**config.mk**
```make
export PLATFORM = sky130hd
export DESIGN_NAME = apmc_power_ctrl
export DESIGN_NICKNAME = d
export VERILOG_FILES = /design/src/apmc_pkg.sv /design/src/apmc_power_ctrl.sv
export VERILOG_INCLUDE_DIRS = /design/src
export SDC_FILE = /design/constraint.sdc
export NUM_CORES = 1
export LEC_CHECK = 0
export ABC_AREA = 1
export ABC_CLOCK_PERIOD_IN_PS = 3100
export BUFFER_PORTS_ARGS = -buffer_cell sky130_fd_sc_hd__buf_2
export CORE_UTILIZATION = 40
export CTS_BUF_LIST = sky130_fd_sc_hd__clkbuf_2
export DETAILED_ROUTE_END_ITERATION = 8
export PLACE_DENSITY = 0.64
export SYNTH_ARGS = -nofsm -noshare
export SYNTH_HDL_FRONTEND = slang
export SYNTH_SLANG_ARGS = --single-unit
```
**constraint.sdc**
```tcl
create_clock -name clk -period 3.1 [get_ports clk]
set_clock_uncertainty 0.05 [all_clocks]
set_input_delay 0.31 -clock clk [delete_from_list [all_inputs] [get_ports clk]]
set_output_delay 0.31 -clock clk [all_outputs]
set_load 0.02 [all_outputs]
```
**src/apmc_map.svh**
```systemverilog
`ifndef APMC_MAP_SVH
`define APMC_MAP_SVH

// ----------------------------------------------------------------------
// Register offsets.
// ----------------------------------------------------------------------
`define APMC_OFS_MONO_STEP      6'h04
`define APMC_OFS_POWER_MISC     6'h05

// ----------------------------------------------------------------------
// Field positions of the mono and soft-step register.
// ----------------------------------------------------------------------
`define APMC_BIT_MONO_SRC       2
`define APMC_BIT_STEP_RATE      1
`define APMC_BIT_STEP_DONE      0

// ----------------------------------------------------------------------
// Field positions of the power and miscellaneous register.
// ----------------------------------------------------------------------
`define APMC_BIT_MASTER_PD      15
`define APMC_BIT_MIDRAIL_PD     14
`define APMC_BIT_BYPASS_PD      13
`define APMC_BIT_HEADPHONE_PD   12
`define APMC_BIT_MONO_PD        11
`define APMC_BIT_DAC_PD         10
`define APMC_BIT_ADC_L_PD       9
`define APMC_BIT_ADC_R_PD       8
`define APMC_BIT_PWR_DONE       7
`define APMC_BIT_MIC_BIAS_PD    6
`define APMC_BIT_XTAL_EN        5
`define APMC_BIT_CLKBUF_EN      4
`define APMC_BIT_SYNC_MON_PD    3
`define APMC_BIT_SYNC_LOST      2
`define APMC_BIT_BASS           1
`define APMC_BIT_DEEMPH         0

// ----------------------------------------------------------------------
// Reset values.
// ----------------------------------------------------------------------
`define APMC_RST_POWER_BITS     8'hff
`define APMC_RST_MIC_BIAS_PD    1'h1
`define APMC_RST_MONO_SRC       1'h0
`define APMC_RST_STEP_RATE      1'h0

// ----------------------------------------------------------------------
// Timing, in nanoseconds, and the clock period.
// ----------------------------------------------------------------------
`define APMC_CLK_PERIOD_NS      25
`define APMC_STEP_NORMAL_NS     20000
`define APMC_STEP_HALF_NS       40000
`define APMC_MIDRAIL_START_NS   500000
`define APMC_STEP_NORMAL_CYC    (`APMC_STEP_NORMAL_NS / `APMC_CLK_PERIOD_NS)
`define APMC_STEP_HALF_CYC      (`APMC_STEP_HALF_NS / `APMC_CLK_PERIOD_NS)
`define APMC_MIDRAIL_START_CYC  ((`APMC_MIDRAIL_START_NS + `APMC_CLK_PERIOD_NS - 1) / `APMC_CLK_PERIOD_NS)

`endif

```
**src/apmc_pkg.sv**
```systemverilog
package apmc_pkg;

    // ------------------------------------------------------------------
    // Power-on state of each analogue section.
    // ------------------------------------------------------------------
    typedef struct packed {
        logic midrail_ref;
        logic bypass_path;
        logic headphone_amp;
        logic mono_driver;
        logic stereo_dac;
        logic left_adc;
        logic right_adc;
        logic line_inputs;
        logic mic_preamp;
        logic left_mux_vol;
        logic right_mux_vol;
    } apmc_power_s;

    // ------------------------------------------------------------------
    // Register access from the serial control port decoder.
    // ------------------------------------------------------------------
    typedef struct packed {
        logic        wr;
        logic        rd;
        logic [5:0]  addr;
        logic [15:0] wdata;
    } apmc_reg_req_s;

    // ------------------------------------------------------------------
    // Volume request and mute of one DAC channel.
    // ------------------------------------------------------------------
    typedef struct packed {
        logic       mute;
        logic [6:0] volume;
    } apmc_vol_req_s;

    typedef enum logic [0:0] {
        APMC_SEQ_IDLE,
        APMC_SEQ_SETTLE
    } apmc_seq_e;

endpackage

```
**src/apmc_power_ctrl.sv**
```systemverilog
`include "apmc_map.svh"

module apmc_power_ctrl
    import apmc_pkg::*;
#(
    parameter int SECTION_SETTLE_CYC = 16,                     // Settling time of one section.
    parameter int MIDRAIL_START_CYC  = `APMC_MIDRAIL_START_CYC // Midrail reference start-up.
)
(
    input  wire logic          clk,            // 40 MHz system clock.
    input  wire logic          arst_n,         // Asynchronous reset, active low.
    input  wire apmc_reg_req_s reg_req,        // Register access request.
    output logic [15:0]        reg_rdata,      // Read data.
    output logic               reg_rvalid,     // Read data valid pulse.
    input  wire apmc_vol_req_s vol_left,       // Left DAC volume and mute.
    input  wire apmc_vol_req_s vol_right,      // Right DAC volume and mute.
    input  wire logic          i2s_sync_err,   // Loss of I2S sync, foreign domain.
    output apmc_power_s        power_on,       // Section power enables.
    output logic               mono_source_select, // Mono output source.
    output logic               mic_bias_on,    // Microphone bias enable.
    output logic               xtal_osc_on,    // Crystal oscillator enable.
    output logic               clk_buf_on,     // Clock buffer enable.
    output logic               sync_monitor_on,// Sync monitor enable.
    output logic               bass_enable,    // Effects filter enable.
    output logic               deemph_enable,  // De-emphasis enable.
    output logic [6:0]         gain_left,      // Stepped left gain.
    output logic [6:0]         gain_right,     // Stepped right gain.
    output logic               dac_zero_left,  // Send zeroes to left filter.
    output logic               dac_zero_right  // Send zeroes to right filter.
);

    // ------------------------------------------------------------------
    // Constants and storage.
    // ------------------------------------------------------------------
    localparam int STEP_NORMAL_CYC = `APMC_STEP_NORMAL_CYC;
    localparam int STEP_HALF_CYC   = `APMC_STEP_HALF_CYC;
    localparam int SEQ_W           = $clog2(MIDRAIL_START_CYC + SECTION_SETTLE_CYC + 1);

    logic [7:0]       pd_bits_reg;
    logic             mic_bias_pd_reg;
    logic             xtal_en_reg;
    logic             clkbuf_en_reg;
    logic             sync_mon_pd_reg;
    logic             bass_reg;
    logic             deemph_reg;
    logic             mono_src_reg;
    logic             step_rate_reg;
    logic             step_done_reg;
    logic             pwr_done_reg;
    logic             sync_lost_reg;
    logic             midrail_hold_reg;
    logic [1:0]       sync_meta_reg;
    logic [10:0]      tick_cnt_reg;
    logic             tick;
    logic [SEQ_W-1:0] seq_cnt_reg;
    apmc_seq_e        seq_state_reg;
    logic             wr_power;
    logic [7:0]       pd_bits_next;
    apmc_power_s      power_now;
    apmc_power_s      power_next;
    logic [6:0]       target_left;
    logic [6:0]       target_right;

    // ------------------------------------------------------------------
    // Power decoding, shared by the outputs and the sequencer.
    // ------------------------------------------------------------------

    // Turns the power-down byte into section enables; the hold counts only while the reference bit is 0.
    function automatic apmc_power_s power_decode(input logic [7:0] pd, input logic hold);
        apmc_power_s p;
        logic        up;
        p  = '0;
        up = ~pd[`APMC_BIT_MASTER_PD-8];
        p.bypass_path   = up & ~pd[`APMC_BIT_BYPASS_PD-8];
        p.headphone_amp = up & ~pd[`APMC_BIT_HEADPHONE_PD-8];
        p.stereo_dac    = up & ~pd[`APMC_BIT_DAC_PD-8];
        p.mono_driver   = up & ~pd[`APMC_BIT_MONO_PD-8];
        p.left_adc      = up & ~pd[`APMC_BIT_ADC_L_PD-8];
        p.right_adc     = up & ~pd[`APMC_BIT_ADC_R_PD-8];
        p.line_inputs   = p.mono_driver | p.left_adc | p.right_adc;
        p.mic_preamp    = p.mono_driver | p.left_adc | p.right_adc;
        p.left_mux_vol  = p.mono_driver | p.left_adc;
        p.right_mux_vol = p.right_adc;
        p.midrail_ref   = up & (p.bypass_path | p.headphone_amp | p.stereo_dac
                                | p.mono_driver | p.left_adc | p.right_adc
                                | (hold & ~pd[`APMC_BIT_MIDRAIL_PD-8]));
        return p;
    endfunction

    // ------------------------------------------------------------------
    // Register writes.
    // ------------------------------------------------------------------
    assign wr_power     = reg_req.wr && (reg_req.addr == `APMC_OFS_POWER_MISC);
    assign pd_bits_next = reg_req.wdata[15:8];
    assign power_now    = power_decode(pd_bits_reg, midrail_hold_reg);
    assign power_next   = power_decode(pd_bits_next, midrail_hold_reg);

    // Power and miscellaneous control bits; the master bit is stored beside
    // the section bits so setting and clearing it never disturbs them.
    always_ff @(posedge clk or negedge arst_n)
    begin
        if (!arst_n)
        begin
            pd_bits_reg     <= `APMC_RST_POWER_BITS;
            mic_bias_pd_reg <= `APMC_RST_MIC_BIAS_PD;
            xtal_en_reg     <= 1'h0;
            clkbuf_en_reg   <= 1'h0;
            sync_mon_pd_reg <= 1'h0;
            bass_reg        <= 1'h0;
            deemph_reg      <= 1'h0;
        end
        else if (wr_power)
        begin
            pd_bits_reg     <= pd_bits_next;
            mic_bias_pd_reg <= reg_req.wdata[`APMC_BIT_MIC_BIAS_PD];
            xtal_en_reg     <= reg_req.wdata[`APMC_BIT_XTAL_EN];
            clkbuf_en_reg   <= reg_req.wdata[`APMC_BIT_CLKBUF_EN];
            sync_mon_pd_reg <= reg_req.wdata[`APMC_BIT_SYNC_MON_PD];
            bass_reg        <= reg_req.wdata[`APMC_BIT_BASS];
            deemph_reg      <= reg_req.wdata[`APMC_BIT_DEEMPH];
        end
    end

    // Mono source and step rate bits.
    always_ff @(posedge clk or negedge arst_n)
    begin
        if (!arst_n)
        begin
            mono_src_reg  <= `APMC_RST_MONO_SRC;
            step_rate_reg <= `APMC_RST_STEP_RATE;
        end
        else if (reg_req.wr && (reg_req.addr == `APMC_OFS_MONO_STEP))
        begin
            mono_src_reg  <= reg_req.wdata[`APMC_BIT_MONO_SRC];
            step_rate_reg <= reg_req.wdata[`APMC_BIT_STEP_RATE];
        end
    end

    // ------------------------------------------------------------------
    // Midrail reference hold.
    // ------------------------------------------------------------------

    // With the reference bit at 0 the reference stays up once powered; the
    // master power-down still takes it down.
    always_ff @(posedge clk or negedge arst_n)
    begin
        if (!arst_n)
            midrail_hold_reg <= 1'h0;
        else if (pd_bits_reg[`APMC_BIT_MASTER_PD-8] || pd_bits_reg[`APMC_BIT_MIDRAIL_PD-8])
            midrail_hold_reg <= 1'h0;
        else if (power_now.midrail_ref)
            midrail_hold_reg <= 1'h1;
    end

    // ------------------------------------------------------------------
    // Power sequencer.
    // ------------------------------------------------------------------

    // A write that changes any section state clears the done flag at once and
    // waits for settling; a cold reference start takes the long wait.
    always_ff @(posedge clk or negedge arst_n)
    begin
        if (!arst_n)
        begin
            seq_state_reg <= APMC_SEQ_IDLE;
            seq_cnt_reg   <= '0;
            pwr_done_reg  <= 1'h1;
        end
        else if (wr_power && (power_next != power_now))
        begin
            seq_state_reg <= APMC_SEQ_SETTLE;
            pwr_done_reg  <= 1'h0;
            if (power_next.midrail_ref && !power_now.midrail_ref)
                seq_cnt_reg <= SEQ_W'(MIDRAIL_START_CYC);
            else
                seq_cnt_reg <= SEQ_W'(SECTION_SETTLE_CYC);
        end
        else
        begin
            case (seq_state_reg)
                APMC_SEQ_IDLE:
                begin
                    pwr_done_reg <= 1'h1;
                end
                APMC_SEQ_SETTLE:
                begin
                    if (seq_cnt_reg <= SEQ_W'(1))
                    begin
                        seq_state_reg <= APMC_SEQ_IDLE;
                        pwr_done_reg  <= 1'h1;
                        seq_cnt_reg   <= '0;
                    end
                    else
                        seq_cnt_reg <= seq_cnt_reg - SEQ_W'(1);
                end
                default:
                begin
                    seq_state_reg <= APMC_SEQ_IDLE;
                end
            endcase
        end
    end

    // ------------------------------------------------------------------
    // Soft-step timing and gain stepping.
    // ------------------------------------------------------------------

    // Step tick divider: one pulse per step period at the selected rate.
    always_ff @(posedge clk or negedge arst_n)
    begin
        if (!arst_n)
            tick_cnt_reg <= '0;
        else if (tick)
            tick_cnt_reg <= '0;
        else
            tick_cnt_reg <= tick_cnt_reg + 11'h001;
    end

    assign tick = step_rate_reg ? (tick_cnt_reg >= 11'(STEP_HALF_CYC - 1))
                                : (tick_cnt_reg >= 11'(STEP_NORMAL_CYC - 1));

    // A muted channel aims at the lowest gain while keeping its volume setting.
    assign target_left  = vol_left.mute  ? 7'h00 : vol_left.volume;
    assign target_right = vol_right.mute ? 7'h00 : vol_right.volume;

    // Gains move one step per tick toward their targets; zeroes go to the
    // filter only once a muted channel has reached the bottom.
    always_ff @(posedge clk or negedge arst_n)
    begin
        if (!arst_n)
        begin
            gain_left      <= 7'h00;
            gain_right     <= 7'h00;
            dac_zero_left  <= 1'h1;
            dac_zero_right <= 1'h1;
        end
        else
        begin
            if (tick && (gain_left < target_left))
                gain_left <= gain_left + 7'h01;
            else if (tick && (gain_left > target_left))
                gain_left <= gain_left - 7'h01;
            if (tick && (gain_right < target_right))
                gain_right <= gain_right + 7'h01;
            else if (tick && (gain_right > target_right))
                gain_right <= gain_right - 7'h01;
            dac_zero_left  <= vol_left.mute && (gain_left == 7'h00);
            dac_zero_right <= vol_right.mute && (gain_right == 7'h00);
        end
    end

    // Done flag follows whether both gains sit at their targets.
    always_ff @(posedge clk or negedge arst_n)
    begin
        if (!arst_n)
            step_done_reg <= 1'h1;
        else
            step_done_reg <= (gain_left == target_left) && (gain_right == target_right);
    end

    // ------------------------------------------------------------------
    // Sync monitor.
    // ------------------------------------------------------------------

    // Two-stage synchroniser for the sync error level.
    always_ff @(posedge clk or negedge arst_n)
    begin
        if (!arst_n)
            sync_meta_reg <= 2'h0;
        else
            sync_meta_reg <= {sync_meta_reg[0], i2s_sync_err};
    end

    // Sticky flag; a new loss in the read cycle wins over the clear.
    always_ff @(posedge clk or negedge arst_n)
    begin
        if (!arst_n)
            sync_lost_reg <= 1'h0;
        else if (sync_meta_reg[1] && !sync_mon_pd_reg)
            sync_lost_reg <= 1'h1;
        else if (reg_req.rd && (reg_req.addr == `APMC_OFS_POWER_MISC))
            sync_lost_reg <= 1'h0;
    end

    // ------------------------------------------------------------------
    // Read path and outputs.
    // ------------------------------------------------------------------

    // Read data is registered one cycle after the request; other offsets read zero.
    always_ff @(posedge clk or negedge arst_n)
    begin
        if (!arst_n)
        begin
            reg_rdata  <= 16'h0000;
            reg_rvalid <= 1'h0;
        end
        else
        begin
            reg_rvalid <= reg_req.rd;
            if (reg_req.rd)
            begin
                case (reg_req.addr)
                    `APMC_OFS_MONO_STEP:
                        reg_rdata <= {13'h0000, mono_src_reg, step_rate_reg, step_done_reg};
                    `APMC_OFS_POWER_MISC:
                        reg_rdata <= {pd_bits_reg, pwr_done_reg, mic_bias_pd_reg, xtal_en_reg,
                                      clkbuf_en_reg, sync_mon_pd_reg, sync_lost_reg,
                                      bass_reg, deemph_reg};
                    default:
                        reg_rdata <= 16'h0000;
                endcase
            end
        end
    end

    // Registered enables toward the analogue sections and clocking.
    always_ff @(posedge clk or negedge arst_n)
    begin
        if (!arst_n)
        begin
            power_on           <= '0;
            mono_source_select <= 1'h0;
            mic_bias_on        <= 1'h0;
            xtal_osc_on        <= 1'h0;
            clk_buf_on         <= 1'h0;
            sync_monitor_on    <= 1'h0;
            bass_enable        <= 1'h0;
            deemph_enable      <= 1'h0;
        end
        else
        begin
            power_on           <= power_now;
            mono_source_select <= mono_src_reg;
            mic_bias_on        <= ~mic_bias_pd_reg;
            xtal_osc_on        <= xtal_en_reg;
            clk_buf_on         <= clkbuf_en_reg;
            sync_monitor_on    <= ~sync_mon_pd_reg;
            bass_enable        <= bass_reg;
            deemph_enable      <= deemph_reg;
        end
    end

endmodule

```
==> run_results.csv <==
group,metric,value,unit
outcome,status,"finished clean",
routing,wl,12140,um
pwr,p_comb_share,47.4,%
sta,max-slew-margin-rel,45.52,%
worst_setup_path,cp_max_fo,8,
synth,ys_top_cells_by_area,"dfrtp_1 (40%), nand2_1 (11%), ha_1 (7.0%), dfstp_2 (6.4%), inv_1 (5.1%)",
pwr,p_sw,2.202,mW
synth,synthTopCellsByCount,"nand2_1 (157), dfrtp_1 (85), inv_1 (73), nor2_1 (67), nand3_1 (45)",
worst_setup_path,slowest_delay,0.54,ns
synth,synth_top_area_cell,"dfrtp_1",
pwr,internal_power,2.665,mW
die,die_x,117.6,um
worst_setup_path,startpoint,"vol_left[7]",
sta,finalSetupViolCount,0,
routing,via_per_inst,4.935,
pwr,powerDensity,757.8,mW/mm^2
cells_and_area,syn_to_final_growth,20.21,%
worst_setup_path,required,3.58,ns
clock_tree,clk_path_buf_depth,2,
die,boundaryPins,94,
clock_tree,cts_tree,"yes",
routing,routed-via-count,4629,
clock_tree,h-tree-depth,3,
worst_setup_path,reg2reg_depth,15,
grt,grt.total_usage,18.28,%
cells_and_area,multi_input_area,0.002517,sq mm
worst_setup_path,crit_chain,"dlygate4sd3_1, buf_2, inv_1, nand2_1, ha_1, nand2_1, nor2_1, a21boi_0, nor2_2, nand3_4, ha_1, a21oi_1, nand2_1, nand2_1, nand2_1, a21oi_1, nor2_1, o21ai_1, nand2_1",
worst_setup_path,crit_buf_inv,3,
synth,async_flop_share,100.0,%
synth,synth_most_common_cell,"nand2_1",
synth,yosysTopAreaCellShare,39.81,%
synth,syn-num-nets,710,
die,core_area,0.01282,sq mm
cells_and_area,n_fill_cell,1239,
clock_tree,cts.sinks,98,
die,rows,41,
clock_tree,clkLatencyLatePin,0.63,ns
clock_tree,root_buffer,"clkbuf_2",
cells_and_area,drive_gt1_share,21.70,%
worst_setup_path,startpoint_type,"input port",
worst_setup_path,cpMostUsedCell,"nand2_1",
routing,drc,0,
job,cap_violations,0,
pwr,ir_drop,0.0004607,V
synth,synth_edf_count,0,
die,die_h,117.6,um
worst_setup_path,r2r_start,"gain_left[6]$_DFFE_PN0P_",
pwr,pwr-share-seq,39.5,%
cells_and_area,fin_nets,835,
synth,yosysWarningCount,0,
grt,grt.overflow.total,0,
cells_and_area,largest_register_ffs,16,
synth,ys_ff_latch,98,
worst_setup_path,critPathKind,"input port to register",
worst_setup_path,reg2reg_slack,0.28,ns
worst_setup_path,crit_end,"gain_left[5]$_DFFE_PN0P_",
synth,ys.flop_type,"dfrtp_1",
worst_setup_path,reg2reg_to,"gain_left[5]$_DFFE_PN0P_",
grt,grt_pass1_wl,20840,um
place,port_buffers,92,
place,dpl.hpwl,8856,um
synth,netlist_instances,635,
grt,antenna_found_initial,1,
worst_setup_path,critical_path_arrival,3.36,ns
worst_setup_path,slowest_stage,"dlygate4sd3_1",
routing,wl_per_cell,12.94,um
pwr,p_total,4.867,mW
clock_tree,numCtsBuffers,9,
sta,layout_min_cycle_time,2.884,ns
routing,ant_nets,0,
die,die_area,0.01382,sq mm
sta,tightest_slew,0.8141,ns
die,initial_core_util,41.66,%
synth,synth-seq-area-share,46.21,%
routing,dr.pass1.iters,7,
place,gp_congestion,0.9173,
pwr,clkPwrFrac,13.2,%
worst_setup_path,crit_family,"simple AND/OR/NAND/NOR gates",
synth,syn_area,0.005343,sq mm
sta,rsz0062_at_grt,"yes",
cells_and_area,seq_area,0.002469,sq mm
pwr,cellLeakagePower,3.395,nW
pwr,switching_share,45.23,%
clock_tree,clk_pin_slew,0.34,ns
min_path,holdCritPathClass,"input port to register",
worst_setup_path,path_depth,19,
sta,finalHoldViolCount,0,
sta,max_freq,346.7,MHz
grt,grt_max_degree,59,
grt,grt_pass1_vias,4555,
sta,whs,0.04191,ns
sta,maxSlewViolCount,0,
synth,synth_cell_types,45,
routing,drtIter0Drc,253,
synth,synth.avg_cell_area,8.414,sq um
worst_setup_path,cp-end-kind,"register",
sta,fin_crit_sh,93.04,%
tightest hold or removal path: cells and delay by family:
kind,cells,cell delay (ns)
buffers and inverters,2,0.12
and+or+nand+nor,4,0.31
power by group through the flow:
stage	logic [mW]	clock network, mW	registers (mW)
after floorplan	1.52	0	2.05
after global placement	2.14	0	1.94
after detailed placement	2.21	0	1.94
after CTS	2.25	0.662	1.92
after global routing	2.65	0.712	1.98
final	2.30	0.640	1.92
layout by cell type, fill, tap and decap left out, types with 13 or more instances in the layout:
cell type	instances
a21oi_1	21
buf_2	91
dfrtp_1	85
dfstp_2	13
dlygate4sd3_1	26
ha_1	28
inv_1	73
nand2_1	157
nand3_1	45
nor2_1	65
o21ai_0	39
xor2_1	13
kinds of logic (layout without fill, tap and decap cells):
kind of cell,Yosys count,after routing,share of synthesized area (%)
XOR/XNOR,19,19,3.255
AND/OR/NAND/NOR,316,316,26.74
AO/OA/AOI/OAI,79,79,8.431
flip-flops,98,98,46.21
other,0,1,0
buffers and inverters,90,220,7.377
adder cells (fa/ha/maj),32,32,7.775
multiplexers,1,1,0.2108
worst min path at each step:
stage	startpoint	depth (start not counted)	end
5_1_grt	reg_req[23]	5	mic_bias_pd_reg$_DFFE_PN1P_
2_1_floorplan	arst_n	0	bass_enable$_DFF_PN0_
6_report	reg_req[16]	6	reg_rdata[0]$_DFFE_PN0P_
4_1_cts	reg_req[23]	5	mic_bias_pd_reg$_DFFE_PN1P_
3_5_place_dp	sync_meta_reg[0]$_DFF_PN0_	0	sync_meta_reg[1]$_DFF_PN0_
3_3_place_gp	sync_meta_reg[0]$_DFF_PN0_	0	sync_meta_reg[1]$_DFF_PN0_
area by class of cell:
type,instances,area share [%]
multi-input cells,447,39.20
flip-flops and latches,98,38.44
repair buffers,127,12.51
inverters,77,4.539
well taps,172,3.351
clock inverters,7,1.227
clock buffers,9,0.7013
diodes,1,0.03896
metrics by stage:
| stage | cells | TNS, ns | worst slack [ns] | utilization, % | instance area, sq um |
|---|---|---|---|---|---|
| floorplan | 635 | 0 | 0.5043 | - | 5343 |
| global placement | 894 | 0 | 0.1807 | 46.71 | 5991 |
| detailed placement | 894 | 0 | 0.08520 | 46.71 | 5991 |
| CTS | 936 | 0 | 0.2144 | 49.71 | 6375 |
| global route | 938 | -0.01447 | -0.01404 | 50.08 | 6422 |
| finish | 938 | 0 | 0.2158 | 50.08 | 6422 |
metal layers:
layer	global-route usage, %	vias up	routed length (um)
met5	0	-	0
met4	7.532	0	261
met3	2.326	17	447
met2	32.03	115	5998
met1	22.71	2191	5432
li1	-	2306	-
timing repair:
action	4_1_cts	5_1_grt
setup endpoints to repair	0	4
setup buffers	0	1
hold endpoints to repair	70	0
resized for setup	0	5
hold buffers	26	0
(Power assumes the default switching activity.)
